==> src/include/res_ext_defines.svh <==
`ifndef RES_EXT_DEFINES_SVH
`define RES_EXT_DEFINES_SVH
`define DIV_MIN      4'h8
`define DIV_MAX      4'hF
`define DIV_RESET    4'h8
`define WGT_RESET    4'h8
`define WGT_BIT8     3
`define WGT_BIT4     2
`define WGT_BIT2     1
`define WGT_BIT1     0
`define SHIFT_W8     3'h0
`define SHIFT_W4     3'h1
`define SHIFT_W2     3'h2
`define SHIFT_W1     3'h3
`define LIN_EXTRA    3'h2
`define PM_EXTRA     3'h3
`define FRAC_BITS    3
`define FACT_RESET   7'h08
`define FACT_MIN     7'h08
`define FACT_MAX     7'h78
`define RSHIFT_RESET 7'h02
`define RDIV_RESET   7'h08
`define OFF_CTRL     32'h0000_0000
`define OFF_SEL      32'h0000_0004
`define OFF_ACT      32'h0000_0008
`define OFF_FACT     32'h0000_000C
`define OFF_RES      32'h0000_0010
`define CTRL_REINIT  0
`define CTRL_MANUAL  1
`define CTRL_MIRROR  2
`endif

==> src/include/res_ext_pkg.sv <==
package res_ext_pkg;
  typedef struct packed {
    logic [3:0] divisor;
    logic [3:0] weightX;
    logic [3:0] weightY;
  } ext_sel_t;
  typedef struct packed {
    logic [31:0] paddr;
    logic        psel;
    logic        penable;
    logic        pwrite;
    logic [31:0] pwdata;
  } apb_req_t;
  typedef struct packed {
    logic [31:0] prdata;
    logic        pready;
    logic        pslverr;
  } apb_rsp_t;
  typedef enum logic [1:0] {
    ST_IDLE  = 2'b00,
    ST_LOAD  = 2'b01,
    ST_SETTLE = 2'b10
  } load_state_t;
endpackage

==> src/rtl/axis_scale.sv <==
`timescale 1ns/1ns
`include "res_ext_defines.svh"
module axis_scale
  import res_ext_pkg::*;
(
  // Setting
  input  wire logic [3:0] divisor,
  input  wire logic [3:0] weight,
  // Results, factor as 4.3 fixed point
  output      logic [6:0] factor,
  output      logic [2:0] weightShift,
  output      logic       weightValid
);
  function automatic logic [2:0] shift_of(input logic [3:0] w);
    case (w)
      4'h8:    shift_of = `SHIFT_W8;
      4'h4:    shift_of = `SHIFT_W4;
      4'h2:    shift_of = `SHIFT_W2;
      default: shift_of = `SHIFT_W1;
    endcase
  endfunction
  // Weights are powers of two, so divide is a shift
  assign weightShift = shift_of(weight);
  assign factor      = 7'({divisor, 3'h0} >> (`FRAC_BITS - weightShift));
  assign weightValid = $onehot(weight);
endmodule

==> src/rtl/resolution_extension_select.sv <==
// The implementer's own choices: the APB slave port and the register addresses.
`timescale 1ns/1ns
`include "res_ext_defines.svh"
module resolution_extension_select
  import res_ext_pkg::*;
(
  // Clock and reset
  input  wire logic       clk,
  input  wire logic       rst,
  // Switch settings
  input  wire ext_sel_t   selIn,
  // Backplane system reset, synchronous level
  input  wire logic       sysReset,
  // APB
  input  wire apb_req_t   apbReq,
  output      apb_rsp_t   apbRsp,
  // Active scaling per axis
  output      logic [6:0] factorX,
  output      logic [6:0] factorY,
  output      logic [6:0] resShiftX,
  output      logic [6:0] resShiftY,
  output      logic [6:0] resDivX,
  output      logic [6:0] resDivY,
  output      logic       selBad
);
  ext_sel_t   active;
  ext_sel_t   pending;
  logic       manualSw;
  logic       manualPrev;
  logic       mirror;
  logic [31:0] rdata;
  logic [31:0] rdataQ;
  logic       sysPrev;
  logic [6:0] next_factorX;
  logic [6:0] next_factorY;
  logic [2:0] shX;
  logic [2:0] shY;
  logic       okX;
  logic       okY;

  // One word per register, so the whole byte address is compared
  function automatic logic addr_hit(input logic [31:0] a, input logic [31:0] off);
    addr_hit = (a == off);
  endfunction
  // Optics term plus weight term, shared by both axes
  function automatic logic [6:0] res_shift(input logic [2:0] extra, input logic [2:0] sh);
    res_shift = {4'h0, extra} + {4'h0, sh};
  endfunction

  wire        apbSetup   = apbReq.psel & ~apbReq.penable;
  wire        apbWr      = apbReq.psel & apbReq.penable & apbReq.pwrite;
  wire        apbRd      = apbReq.psel & apbReq.penable & ~apbReq.pwrite;
  wire        hitCtrl    = addr_hit(apbReq.paddr, `OFF_CTRL);
  wire        hitSel     = addr_hit(apbReq.paddr, `OFF_SEL);
  wire        hitAct     = addr_hit(apbReq.paddr, `OFF_ACT);
  wire        hitFact    = addr_hit(apbReq.paddr, `OFF_FACT);
  wire        hitRes     = addr_hit(apbReq.paddr, `OFF_RES);
  wire        hitAny     = hitCtrl | hitSel | hitAct | hitFact | hitRes;
  wire        reinitCmd  = apbWr & hitCtrl & apbReq.pwdata[`CTRL_REINIT];
  wire        manualNext = (apbWr & hitCtrl) ? apbReq.pwdata[`CTRL_MANUAL] : manualSw;
  // Raise then lower: act on the falling edge of the switch
  wire        manualFall = manualPrev & ~manualSw;
  wire        sysRise    = sysReset & ~sysPrev;
  wire        loadNow    = sysRise | manualFall | reinitCmd;
  wire        divOk      = pending.divisor >= `DIV_MIN;
  wire [2:0]  optExtra   = mirror ? `PM_EXTRA : `LIN_EXTRA;
  axis_scale uX (
    .divisor     (active.divisor),
    .weight      (active.weightX),
    .factor      (next_factorX),
    .weightShift (shX),
    .weightValid (okX)
  );
  axis_scale uY (
    .divisor     (active.divisor),
    .weight      (active.weightY),
    .factor      (next_factorY),
    .weightShift (shY),
    .weightValid (okY)
  );
  always_ff @(posedge clk or posedge rst) begin
    if (rst) begin
      pending <= '{`DIV_RESET, `WGT_RESET, `WGT_RESET};
    end else begin
      pending <= selIn;
    end
  end

  // Both edge detectors idle low like their sources, so reset makes no edge
  always_ff @(posedge clk or posedge rst) begin
    if (rst) begin
      manualSw   <= 1'b0;
      manualPrev <= 1'b0;
    end else begin
      manualSw   <= manualNext;
      manualPrev <= manualSw;
    end
  end

  always_ff @(posedge clk or posedge rst) begin
    if (rst) begin
      sysPrev <= 1'b0;
    end else begin
      sysPrev <= sysReset;
    end
  end

  // Optics type applies at once; it does not alter the scaling factor
  always_ff @(posedge clk or posedge rst) begin
    if (rst) begin
      mirror <= 1'b0;
    end else if (apbWr && hitCtrl) begin
      mirror <= apbReq.pwdata[`CTRL_MIRROR];
    end
  end
  // Switch changes never reach the scaler between load events
  always_ff @(posedge clk or posedge rst) begin
    if (rst) begin
      active <= '{`DIV_RESET, `WGT_RESET, `WGT_RESET};
    end else if (loadNow) begin
      active <= pending;
    end
  end
  always_ff @(posedge clk or posedge rst) begin
    if (rst) begin
      factorX   <= `FACT_RESET;
      resShiftX <= `RSHIFT_RESET;
      resDivX   <= `RDIV_RESET;
    end else begin
      factorX   <= next_factorX;
      // Resolution is lambda * 2^-shift * 8 / divisor
      resShiftX <= res_shift(optExtra, shX);
      resDivX   <= {3'h0, active.divisor};
    end
  end

  always_ff @(posedge clk or posedge rst) begin
    if (rst) begin
      factorY   <= `FACT_RESET;
      resShiftY <= `RSHIFT_RESET;
      resDivY   <= `RDIV_RESET;
    end else begin
      factorY   <= next_factorY;
      resShiftY <= res_shift(optExtra, shY);
      resDivY   <= {3'h0, active.divisor};
    end
  end

  always_ff @(posedge clk or posedge rst) begin
    if (rst) begin
      selBad <= 1'b0;
    end else begin
      selBad <= ~okX | ~okY | (active.divisor < `DIV_MIN);
    end
  end
  assign rdata = hitCtrl ? {29'h0, mirror, manualSw, 1'b0}
               : hitSel  ? {19'h0, divOk, pending}
               : hitAct  ? {20'h0, active}
               : hitFact ? {18'h0, next_factorY, next_factorX}
               : hitRes  ? {18'h0, resShiftY, resShiftX}
               : 32'h0;

  // Read word is taken in the setup cycle, so bus data comes from a flop
  always_ff @(posedge clk or posedge rst) begin
    if (rst) begin
      rdataQ <= '0;
    end else if (apbSetup) begin
      rdataQ <= rdata;
    end
  end

  // Zero wait states: every access completes in its first access cycle
  assign apbRsp.pready  = 1'b1;
  assign apbRsp.pslverr = apbReq.psel & apbReq.penable & ~hitAny;
  assign apbRsp.prdata  = apbRd ? rdataQ : 32'h0;
endmodule

==> config.mk <==
export PLATFORM = sky130hd
export DESIGN_NAME = resolution_extension_select
export DESIGN_NICKNAME = d
export VERILOG_FILES = /design/src/include/res_ext_pkg.sv /design/src/rtl/axis_scale.sv /design/src/rtl/resolution_extension_select.sv
export VERILOG_INCLUDE_DIRS = /design/src /design/src/include
export SDC_FILE = /design/constraint.sdc
export NUM_CORES = 1
export LEC_CHECK = 0
export ABC_CLOCK_PERIOD_IN_PS = 4300
export BUFFER_PORTS_ARGS = -buffer_cell sky130_fd_sc_hd__buf_2
export CAP_MARGIN = 30
export CORE_ASPECT_RATIO = 1.75
export CORE_MARGIN = 2
export CORE_UTILIZATION = 35
export CTS_BUF_LIST = sky130_fd_sc_hd__clkbuf_4 sky130_fd_sc_hd__clkbuf_8
export DETAILED_ROUTE_END_ITERATION = 6
export SYNTH_ARGS = -nofsm -noshare
export SYNTH_HDL_FRONTEND = slang
export SYNTH_SLANG_ARGS = --single-unit
==> constraint.sdc <==
create_clock -name clk -period 4.3 [get_ports clk]
set_clock_uncertainty 0.05 [all_clocks]
set_input_delay 0.86 -clock clk [delete_from_list [all_inputs] [get_ports clk]]
set_output_delay 0.86 -clock clk [all_outputs]
set_load 0.02 [all_outputs]
==> After elaboration in Yosys (flattened, before gate mapping) <==
Cells that the tools add are included.
{ "totals": {"reg_bits": 85, "in_bits": 82, "ram_bits": 0, "mem_bits_ro": 0, "latch_bits": 0, "elab_cells": 78, "out_inout_bits": 77, "memories": 0} }
{ "op_classes": {"n_mul": 0, "n_reduce_logical": 2, "bitwise_logic": 24, "n_lt_le_gt_ge": 2, "shifts": 2, "div_mod_pow": 0, "addsub": 10, "mux": 9, "eq_ne": 12} }
{ "op_table": {"columns": ["operator", "n"], "rows": [
  ["equality test 32 x 4 -> 1 bit, second input constant", 2],
  [">> shifter 7 x 32 -> 7 bit", 2],
  ["2-to-1 mux 14 bit", 4],
  ["equality test 32 x 3 -> 1 bit, second input constant", 1],
  ["equality test 32 x 5 -> 1 bit, second input constant", 1],
  ["logical NOT 32 bit", 1],
  ["2-to-1 mux 32 bit", 1],
  ["case mux 2 bit (3 select lines)", 2],
  ["2-to-1 mux 10 bit", 1],
  ["bitwise AND 1 bit", 9],
  ["adder 1 x 1 -> 2 bit", 4],
  ["equality test 4 x 2 -> 1 bit, second input constant", 2],
  ["equality test 4 x 3 -> 1 bit, second input constant", 2],
  ["equality test 4 bit, second input constant", 2],
  ["bitwise OR 1 bit", 8],
  ["inverter 1 bit", 7],
  ["adder 2 x 2 -> 3 bit", 2],
  ["adder 3 bit", 2],
  ["equality test 3 x 1 -> 1 bit, second input constant", 2],
  ["subtractor 2 x 2 -> 3 bit, first input constant", 2],
  ["greater-or-equal comparator 4 bit, second input constant", 1],
  ["less-than comparator 4 bit, second input constant", 1],
  ["logical AND 1 bit", 1],
  ["2-to-1 mux 1 bit", 1]
]} }

==> Longest topological paths before layout <==
Gate-level depths: netlist (run 1).
{ "logic_depth": {"ltp_word": 8, "ltp_mapped": 9, "mapped_depth_nobuf": 9} }

==> By module <==
A second synthesis (run 1) with hierarchy kept.
{ "unflattened": {"hier_cells": 425, "area_unflattened_um2": 4220.3} }
{ "modules_own_cells": {"columns": ["module", "seq_area_each_um2", "area_each_um2", "n_inst", "cells_per_inst"], "rows": [
  ["resolution_extension_select", 1740.4, 3554.7, 1, 337],
  ["axis_scale", 0.0, 332.8, 2, 44]
]} }

==> Worst setup path before layout (run 1) <==
Ideal clock, no wire load.
{ "synth_timing": {"path_type": "input-to-output", "startpoint": "input apbReq[54] (netlist name)", "endpoint": "output apbRsp[0] (netlist name)", "n_path_buf": 1, "cell_stages": 6, "arrival_ns": 2.034, "slack_ns": 1.356, "required_time_ns": 3.390, "cell_sequence": "or4_1 -> nor3_2 -> nand4_2 -> buf_2 -> inv_1 -> a21oi_1"} }
{ "synth_rtl": {"columns": ["item", "line_no", "text"], "rows": [
  ["start, declared", "resolution_extension_select.sv:15", "input wire apb_req_t apbReq,"],
  ["end, declared", "resolution_extension_select.sv:16", "output apb_rsp_t apbRsp,"]
]} }

==> impl_metrics.json, run 1 <==
{
  "clock_path_buffers": 2,
  "fmax_ghz": 0.305,
  "synthArstFlopShare": 1.00,
  "synth_top_flop_cell": "dfrtp_1",
  "r2r_end": "rdataQ[11]$_DFFE_PP0P_",
  "syn_avg_cell_area_um2": 10.3,
  "dp.cells": 561,
  "yosysWarnings": 0,
  "ir_drop_mv": 0.152,
  "hold_depth": 0,
  "holdPathEnd": "manualPrev$_DFF_PP0_",
  "tns_ps": 0,
  "post-dp-hpwl_um": 6980,
  "clock_latency_ps": 350,
  "relSlewSlack": 0.421,
  "dieArea_um2": 11400,
  "vias_per_cell": 4.81,
  "cts_setup_buffers": 0,
  "cts_buffers": 9,
  "wl_met3_um": 445,
  "ant_nets": 0,
  "place.gp.congestion": 0.850,
  "status": "completed",
  "multiInputGateArea_um2": 1660,
  "cp.required_ps": 3390,
  "rsz0062_at_grt": "false",
  "critPathKind": "input pin to output port",
  "wirelength_met1_um": 3220,
  "wl_um": 9090,
  "rr_worst_depth": 9,
  "setup_violations": 0,
  "r2r_start": "active[3]$_DFFE_PP1P_",
  "cap_violations": 0,
  "fin_crit_ps": 3280,
  "slew_viol_final": 0,
  "post-place-ws_ps": 940,
  "post_dp_cell_area_um2": 4110,
  "die_w_um": 81.4,
  "area_growth_pct": 17.8,
  "hold_path_startpoint": "manualSw$_DFFE_PP0N_",
  "overflow": 0,
  "min_period_over_period": 0.763,
  "ys_ff_latch": 67,
  "p_leak_uw": 0.00220,
  "portBuffers": 96,
  "cp_max_fo": 11,
  "end_kind": "output port",
  "path_clk_slew_ps": 70,
  "final_cells": 577,
  "crit_top_cell": "buf_2",
  "p_per_area_nw_per_um2": 398,
  "synth_cell_types": 50,
  "finalNetCount": 548,
  "ctsHtreeMaxLevel": 3,
  "cp-start-kind": "input pin",
  "antenna_found_initial": 0,
  "routed-wl-met2_um": 4970,
  "cts.repair.resized": 0,
  "r2r_slack_ps": 1720,
  "antenna_cells": 0,
  "vias": 2775,
  "synth_edf_count": 0,
  "nFillCells": 1013,
  "die_h_um": 140,
  "drive_gt1_frac": 0.327,
  "seq_area_frac_synth": 0.460,
  "slowest_stage": "or4_1",
  "clock_tree.root_cell": "clkbuf_8",
  "grt_use_total": 0.165,
  "seqCellArea_um2": 1690,
  "worst_pin_slew_ps": 867,
  "start_util": 0.359,
  "grt_pass1_wl_um": 13700,
  "cts_tree": "yes",
  "grt_pass1_vias": 2669,
  "syn_area_um2": 3670,
  "routed.top_layer": "met4",
  "cp_slowest_stage_delay_ps": 520,
  "fin_area_um2": 4330,
  "core_area_um2": 10200,
  "boundaryPins": 159,
  "critPathArrivalTime_ps": 2370,
  "cts_hold_buffers": 0,
  "syn_inst": 356,
  "drc": 0,
  "fin_ws_ps": 1020,
  "wl_per_cell_um": 15.7,
  "dr.pass1.iters": 4,
  "cts.sinks": 67,
  "hold_viol_final": 0,
  "hp-class": "flip-flop to flip-flop",
  "rows": 49,
  "grt_max_degree": 44,
  "cp_cell_sequence": "buf_2 -> or4_1 -> nor3_2 -> nand4_2 -> inv_1 -> a21oi_1 -> buf_2",
  "drtIter0Drc": 219
}
through the flow:
step	power, uW	hold slack (ps)	util
floorplan	1060	302	-
global placement	1160	369	0.400
detailed placement	1170	376	0.402
CTS	1740	392	0.423
global route	1810	424	0.423
finish	1720	396	0.423
flip-flops by register name, indices dropped and copies added, names as in the netlist, 3 cells and up:
name       cells
rdataQ        14
active        12
pending       12
factorX        7
factorY        7
resDivY        4
resShiftX      3
resShiftY      3
worst max-delay path: cells and delay by family:
family	cells	cell delay [ps]
buf+inv	3	430
compound gates	1	100
simple gates	3	980
cell type report:
cell class	instances	share of cell area
Clock buffer	14	0.0416
Clock inverter	2	0.00810
Inverter	26	0.0226
Multi-Input combinational cell	243	0.384
Sequential cell	67	0.391
Tap cell	127	0.0367
Timing Repair Buffer	98	0.116
worst max-delay path by stage:
stage | start | endpoint | slack, ps
after global placement | apbReq[54] | active[4]$_DFFE_PP0P_ | 850
after global routing | apbReq[54] | apbRsp[0] | 930
final | apbReq[54] | apbRsp[0] | 1020
after CTS | apbReq[54] | apbRsp[0] | 980
after detailed placement | apbReq[54] | active[4]$_DFFE_PP0P_ | 940
after floorplan | apbReq[54] | apbRsp[0] | 1360
cell usage after synthesis, types with 3 or more instances:
cell type	instances	area, um^2
a21o_1	3	22.5
a21oi_1	21	105
a22oi_1	3	22.5
and2_1	17	106
and3_1	3	18.8
buf_4	37	278
clkbuf_1	11	41.3
dfrtp_1	56	1400
dfstp_2	11	289
ha_1	19	238
inv_1	25	93.8
mux2_2	6	67.6
mux2_4	10	150
mux2i_1	11	110
nand2_1	27	101
nor2_1	14	52.6
nor2b_1	4	25.0
nor3_1	7	35.0
nor4_1	5	31.3
o21ai_0	20	100
o31ai_1	4	30.0
layout by cell type (no fill, tap or decap), types with 3 or more instances in the layout:
cell type  Yosys  layout
mux2i_1       11      11
and3_1         3       3
mux2_2         6       6
a21o_1         3       3
conb_1         2      33
a21oi_1       21      21
o31ai_1        4       4
nor4_1         5       5
and2_1        17      17
buf_2          1      96
mux2_4        10      10
a22oi_1        3       3
dfrtp_1       56      56
ha_1          19      19
dfstp_2       11      11
nor2_1        14      14
nor3_1         7       7
nor2b_1        4       4
clkbuf_8       0      12
nand2_1       27      27
inv_1         25      24
o21ai_0       20      20
report_power, final:
part	total (uW)	switching [uW]	internal, uW
combinational	400	253	147
sequential	761	56.7	705
clock	559	232	328
total	1720	541	1180
routing by layer:
metal | vias up | track usage
li1 | 1323 | -
met1 | 1301 | 0.181
met2 | 121 | 0.277
met3 | 30 | 0.0357
met4 | 0 | 0.110
met5 | - | 0
logic make-up after synthesis:
group | share of synthesized area
AO/OA/AOI/OAI | 0.117
other | 0.00205
multiplexers | 0.0893
buffers and inverters | 0.119
AND/OR/NAND/NOR | 0.137
adder cells (fa/ha/maj) | 0.0756
flip-flops | 0.460
Note: power is estimated with default switching activity, not from simulation.
==> run 2: changes to the inputs <==
- ABC_CLOCK_PERIOD_IN_PS: 4300 -> 2700
- clock period: 4.3 -> 2.7 ns (I/O delays scaled with it)
==> impl_metrics.json, run 2 (synthesis results as in run 1) <==
{
  "top_register": "rdataQ",
  "rr_worst_depth": 9,
  "grt_pass1_vias": 2797,
  "grt_use_total": 0.166,
  "grt_pass1_wl_um": 13900,
  "drive_gt1_frac": 0.341,
  "final_common_cell": "buf_2",
  "cts.sinks": 67,
  "rows": 49,
  "die_w_um": 81.4,
  "post_dp_cell_area_um2": 4200,
  "critPathArrivalTime_ps": 2650,
  "start_util": 0.359,
  "wl_per_cell_um": 15.5,
  "cts.repair.resized": 0,
  "area_growth_pct": 19.6,
  "use_met1": 0.174,
  "r2r_slack_ps": 240,
  "die_h_um": 140,
  "largest_register_ffs": 14,
  "use_met3": 0.0350,
  "end_kind": "flip-flop",
  "final_cell_mix": "buf_2 (96), dfrtp_1 (56), conb_1 (33)",
  "r2r_start": "active[3]$_DFFE_PP1P_",
  "finalNetCount": 558,
  "cts_tree": "yes",
  "hp-class": "input pin to asynchronous set/reset pin",
  "slew_viol_final": 0,
  "antenna_cells": 0,
  "fmax_ghz": 0.406,
  "wl_um": 9120,
  "setup_violations": 0,
  "hold_viol_final": 0,
  "seqCellArea_um2": 1690,
  "portBuffers": 96,
  "vias": 2866,
  "use_met2": 0.286,
  "vias_per_cell": 4.88,
  "clock_path_buffers": 2,
  "clock_latency_ps": 350,
  "drc": 0,
  "clock_tree.root_cell": "clkbuf_8",
  "top_regs": "rdataQ (14), active (12), pending (12)",
  "antenna_found_initial": 0,
  "ctsHtreeMaxLevel": 3,
  "core_area_um2": 10200,
  "min_period_over_period": 0.913,
  "dieArea_um2": 11400,
  "fin_crit_ps": 2460,
  "nFillCells": 1005,
  "ir_drop_mv": 0.237,
  "rsz0062_at_grt": "false",
  "tns_ps": 0,
  "path_clk_slew_ps": 70,
  "relSlewSlack": 0.630,
  "p_leak_uw": 0.00225,
  "cap_violations": 0,
  "worst_pin_slew_ps": 555,
  "post-dp-hpwl_um": 7100,
  "dr.pass1.iters": 4,
  "drtIter0Drc": 168,
  "r2r_end": "rdataQ[11]$_DFFE_PP0P_",
  "top_usage_layer": "met2",
  "boundaryPins": 159,
  "ant_nets": 0,
  "overflow": 0,
  "cp_max_fo": 6,
  "cts_hold_buffers": 0,
  "cts_buffers": 9,
  "grt_max_degree": 42,
  "multiInputGateArea_um2": 1660,
  "p_per_area_nw_per_um2": 604,
  "cp-start-kind": "flip-flop",
  "place.gp.congestion": 0.866,
  "status": "completed",
  "cts_setup_buffers": 0,
  "fin_area_um2": 4390,
  "critPathKind": "flip-flop to flip-flop",
  "cp.required_ps": 2890
}
-- run 2: power by group --
group	internal, uW	switching [uW]
sequential	1120	89.3
combinational	248	408
clock	426	360
-- run 2: through the flow --
| stage | util | setup WS [ps] | cells | hold slack (ps) | total power [uW] |
|---|---|---|---|---|---|
| finish | 0.429 | 236 | 587 | 190 | 2650 |
| global route | 0.429 | 39.3 | 587 | 214 | 2820 |
| CTS | 0.429 | 250 | 587 | 190 | 2680 |
| detailed placement | 0.411 | 69.1 | 571 | 373 | 1890 |
| global placement | 0.411 | 82.9 | 571 | 375 | 1870 |
| floorplan | - | 372 | 387 | 302 | 1690 |
-- run 2: how the worst max path moves through the flow --
stage / from / endpoint / slack [ps] / cells after the start
after floorplan: apbReq[54] / active[0]$_DFFE_PP0P_ / 370 / 7
after global placement: apbReq[54] / rdataQ[9]$_DFFE_PP0P_ / 80 / 9
after detailed placement: apbReq[54] / rdataQ[9]$_DFFE_PP0P_ / 70 / 9
after CTS: active[3]$_DFFE_PP1P_ / rdataQ[11]$_DFFE_PP0P_ / 250 / 9
after global routing: active[3]$_DFFE_PP1P_ / rdataQ[11]$_DFFE_PP0P_ / 40 / 9
final: active[3]$_DFFE_PP1P_ / rdataQ[11]$_DFFE_PP0P_ / 240 / 9
-- run 2: cell type report --
| type | instances | area share |
|---|---|---|
| multi-input cells | 243 | 0.378 |
| flip-flops and latches | 67 | 0.385 |
| well taps | 127 | 0.0362 |
| clock buffers | 15 | 0.0413 |
| inverters | 26 | 0.0222 |
| clock inverters | 1 | 0.00171 |
| repair buffers | 108 | 0.136 |
-- run 2: metal layers --
layer	vias to the layer above	routed length, um
met3	37	505
met2	126	5000
met4	0	508
met5	-	0
met1	1354	3110
li1	1349	-
-- run 2: critical path: stages, from the launching register on --
cell,delay (ps)
dfstp_2,570
inv_1,70
ha_1,190
o21ai_0,170
a21o_1,240
clkinv_1,140
mux2i_1,170
a21oi_1,310
nor2_1,90
o41ai_1,350
==> run 3: changes to the inputs <==
- CELL_PAD_IN_SITES_DETAIL_PLACEMENT: default -> 0
- CELL_PAD_IN_SITES_GLOBAL_PLACEMENT: default -> 1
- CORE_UTILIZATION: 35 -> 33
- PLACE_DENSITY_LB_ADDON: default -> 0.1
- SETUP_SLACK_MARGIN: default -> 0.15
==> impl_metrics.json, run 3 (synthesis results as in run 1) <==
{
  "cp.required_ps": 2110,
  "post-dp-hpwl_um": 7730,
  "r2r_slack_ps": 390,
  "top_register": "rdataQ",
  "seqPwrFrac": 0.428,
  "p_per_area_nw_per_um2": 624,
  "status": "completed",
  "wl_um": 9960,
  "hp-class": "input pin to asynchronous set/reset pin",
  "grt_use_total": 0.169,
  "core_area_um2": 11000,
  "critPathArrivalTime_ps": 1880,
  "ctsHtreeMaxLevel": 3,
  "wl_per_cell_um": 16.7,
  "critPathKind": "input pin to output port",
  "cts_buffers": 9,
  "hold_viol_final": 0,
  "cts_hold_buffers": 0,
  "grt_pass1_vias": 2868,
  "rsz0062_at_grt": "false",
  "slew_viol_final": 0,
  "antenna_found_initial": 0,
  "grt_max_degree": 30,
  "crit_top_cell": "buf_6",
  "dr.pass1.iters": 4,
  "fin_crit_ps": 2470,
  "drive_gt1_frac": 0.359,
  "boundaryPins": 159,
  "clock_tree.root_cell": "clkbuf_8",
  "area_growth_pct": 23.0,
  "cp_cell_sequence": "buf_6 -> or4_4 -> nor3_4 -> nand4_4 -> buf_6 -> inv_4 -> a21oi_2 -> buf_4",
  "cp-start-kind": "input pin",
  "clock_path_buffers": 2,
  "combinationalPowerShare": 0.239,
  "cp_max_fo": 2,
  "start_util": 0.335,
  "switchingPower_uw": 906,
  "post-route-util": 0.412,
  "place.gp.congestion": 0.775,
  "die_w_um": 83.7,
  "cts.sinks": 67,
  "nFillCells": 1140,
  "path_clk_slew_ps": 80,
  "multiInputGateArea_um2": 1690,
  "final_common_cell": "buf_2",
  "fmax_ghz": 0.405,
  "crit_buf_inv": 4,
  "swShare": 0.322,
  "portBuffers": 96,
  "ir_drop_mv": 0.305,
  "p_leak_uw": 0.00229,
  "vias_per_cell": 4.81,
  "slowest_stage": "or4_4",
  "clock_latency_ps": 350,
  "path_delay_family": "simple AND/OR/NAND/NOR gates",
  "finalNetCount": 563,
  "drtIter0Drc": 98,
  "rows": 51,
  "die_h_um": 144,
  "antenna_cells": 0,
  "largest_register_ffs": 14,
  "final_cell_mix": "buf_2 (93), dfrtp_1 (56), conb_1 (33)",
  "drc": 0,
  "ant_nets": 0,
  "clockPowerShare": 0.333,
  "cap_violations": 0,
  "overflow": 0,
  "r2r_end": "rdataQ[11]$_DFFE_PP0P_",
  "grt_pass1_wl_um": 15400,
  "top_regs": "rdataQ (14), active (12), pending (12)",
  "dieArea_um2": 12000,
  "setup_violations": 0,
  "cp_slowest_stage_delay_ps": 530,
  "seqCellArea_um2": 1690,
  "rr_worst_depth": 9,
  "vias": 2872,
  "p_int_uw": 1910,
  "min_period_over_period": 0.914,
  "r2r_start": "active[3]$_DFFE_PP1P_",
  "tns_ps": 0,
  "end_kind": "output port",
  "cts_tree": "yes"
}
[run 3: cell types whose count changed in the layout (fill, tap and decap cells not counted), moves of 3 or more]
| cell | delta |
|---|---|
| clkbuf_4 | -3 |
| buf_4 | +5 |
| buf_6 | +3 |
| buf_2 | -3 |
[run 3: metrics by stage]
step / power (uW) / instances / cell area [um^2] / hold slack [ps] / worst slack [ps]
after floorplan: 1690 / 387 / 3790 / 302 / 372
after global placement: 1900 / 578 / 4230 / 361 / 53.6
after detailed placement: 1900 / 578 / 4230 / 364 / 1.31
after CTS: 2860 / 597 / 4500 / 157 / 140
after global routing: 2970 / 597 / 4520 / 178 / 166
final: 2820 / 597 / 4520 / 148 / 231
[run 3: how the worst max path moves through the flow]
stage | start | to | slack, ps | cells past startpoint
floorplan | apbReq[54] | active[0]$_DFFE_PP0P_ | 370 | 7
global placement | apbReq[54] | rdataQ[9]$_DFFE_PP0P_ | 50 | 9
detailed placement | apbReq[54] | rdataQ[8]$_DFFE_PP0P_ | 1 | 9
CTS | apbReq[58] | apbRsp[0] | 140 | 8
global route | active[3]$_DFFE_PP1P_ | rdataQ[9]$_DFFE_PP0P_ | 170 | 10
finish | apbReq[58] | apbRsp[0] | 230 | 8
[run 3: routing by layer]
layer  vias to the layer above  GRT usage  routed length (um)
li1                       1357          -                   -
met1                      1376      0.189                3710
met2                       123      0.312                5430
met3                        16     0.0373                 614
met4                         0     0.0603                 204
met5                         -          0                   0
[run 3: power groups by stage]
stage               Clock [uW]  Sequential [uW]  Combinational, uW
floorplan                    0             1280                411
global placement             0             1230                670
detailed placement           0             1230                675
CTS                        966             1210                682
global route              1000             1220                746
finish                     937             1210                674
[run 3: area by class of cell]
cell class                 instances  share of cell area
sequential                        67               0.374
multi-input combinational        243               0.374
timing repair buffer             113               0.144
tap                              132              0.0366
clock buffer                      10              0.0291
inverter                          26              0.0222
clock inverter                     6              0.0197
[run 3: what timing repair did]
action,CTS,global route
buffers inserted,3,0
pin swaps,3,1
endpoints found under the hold margin,0,0
gates cloned,0,0
gates resized for setup,9,3
setup endpoints to repair,1,2
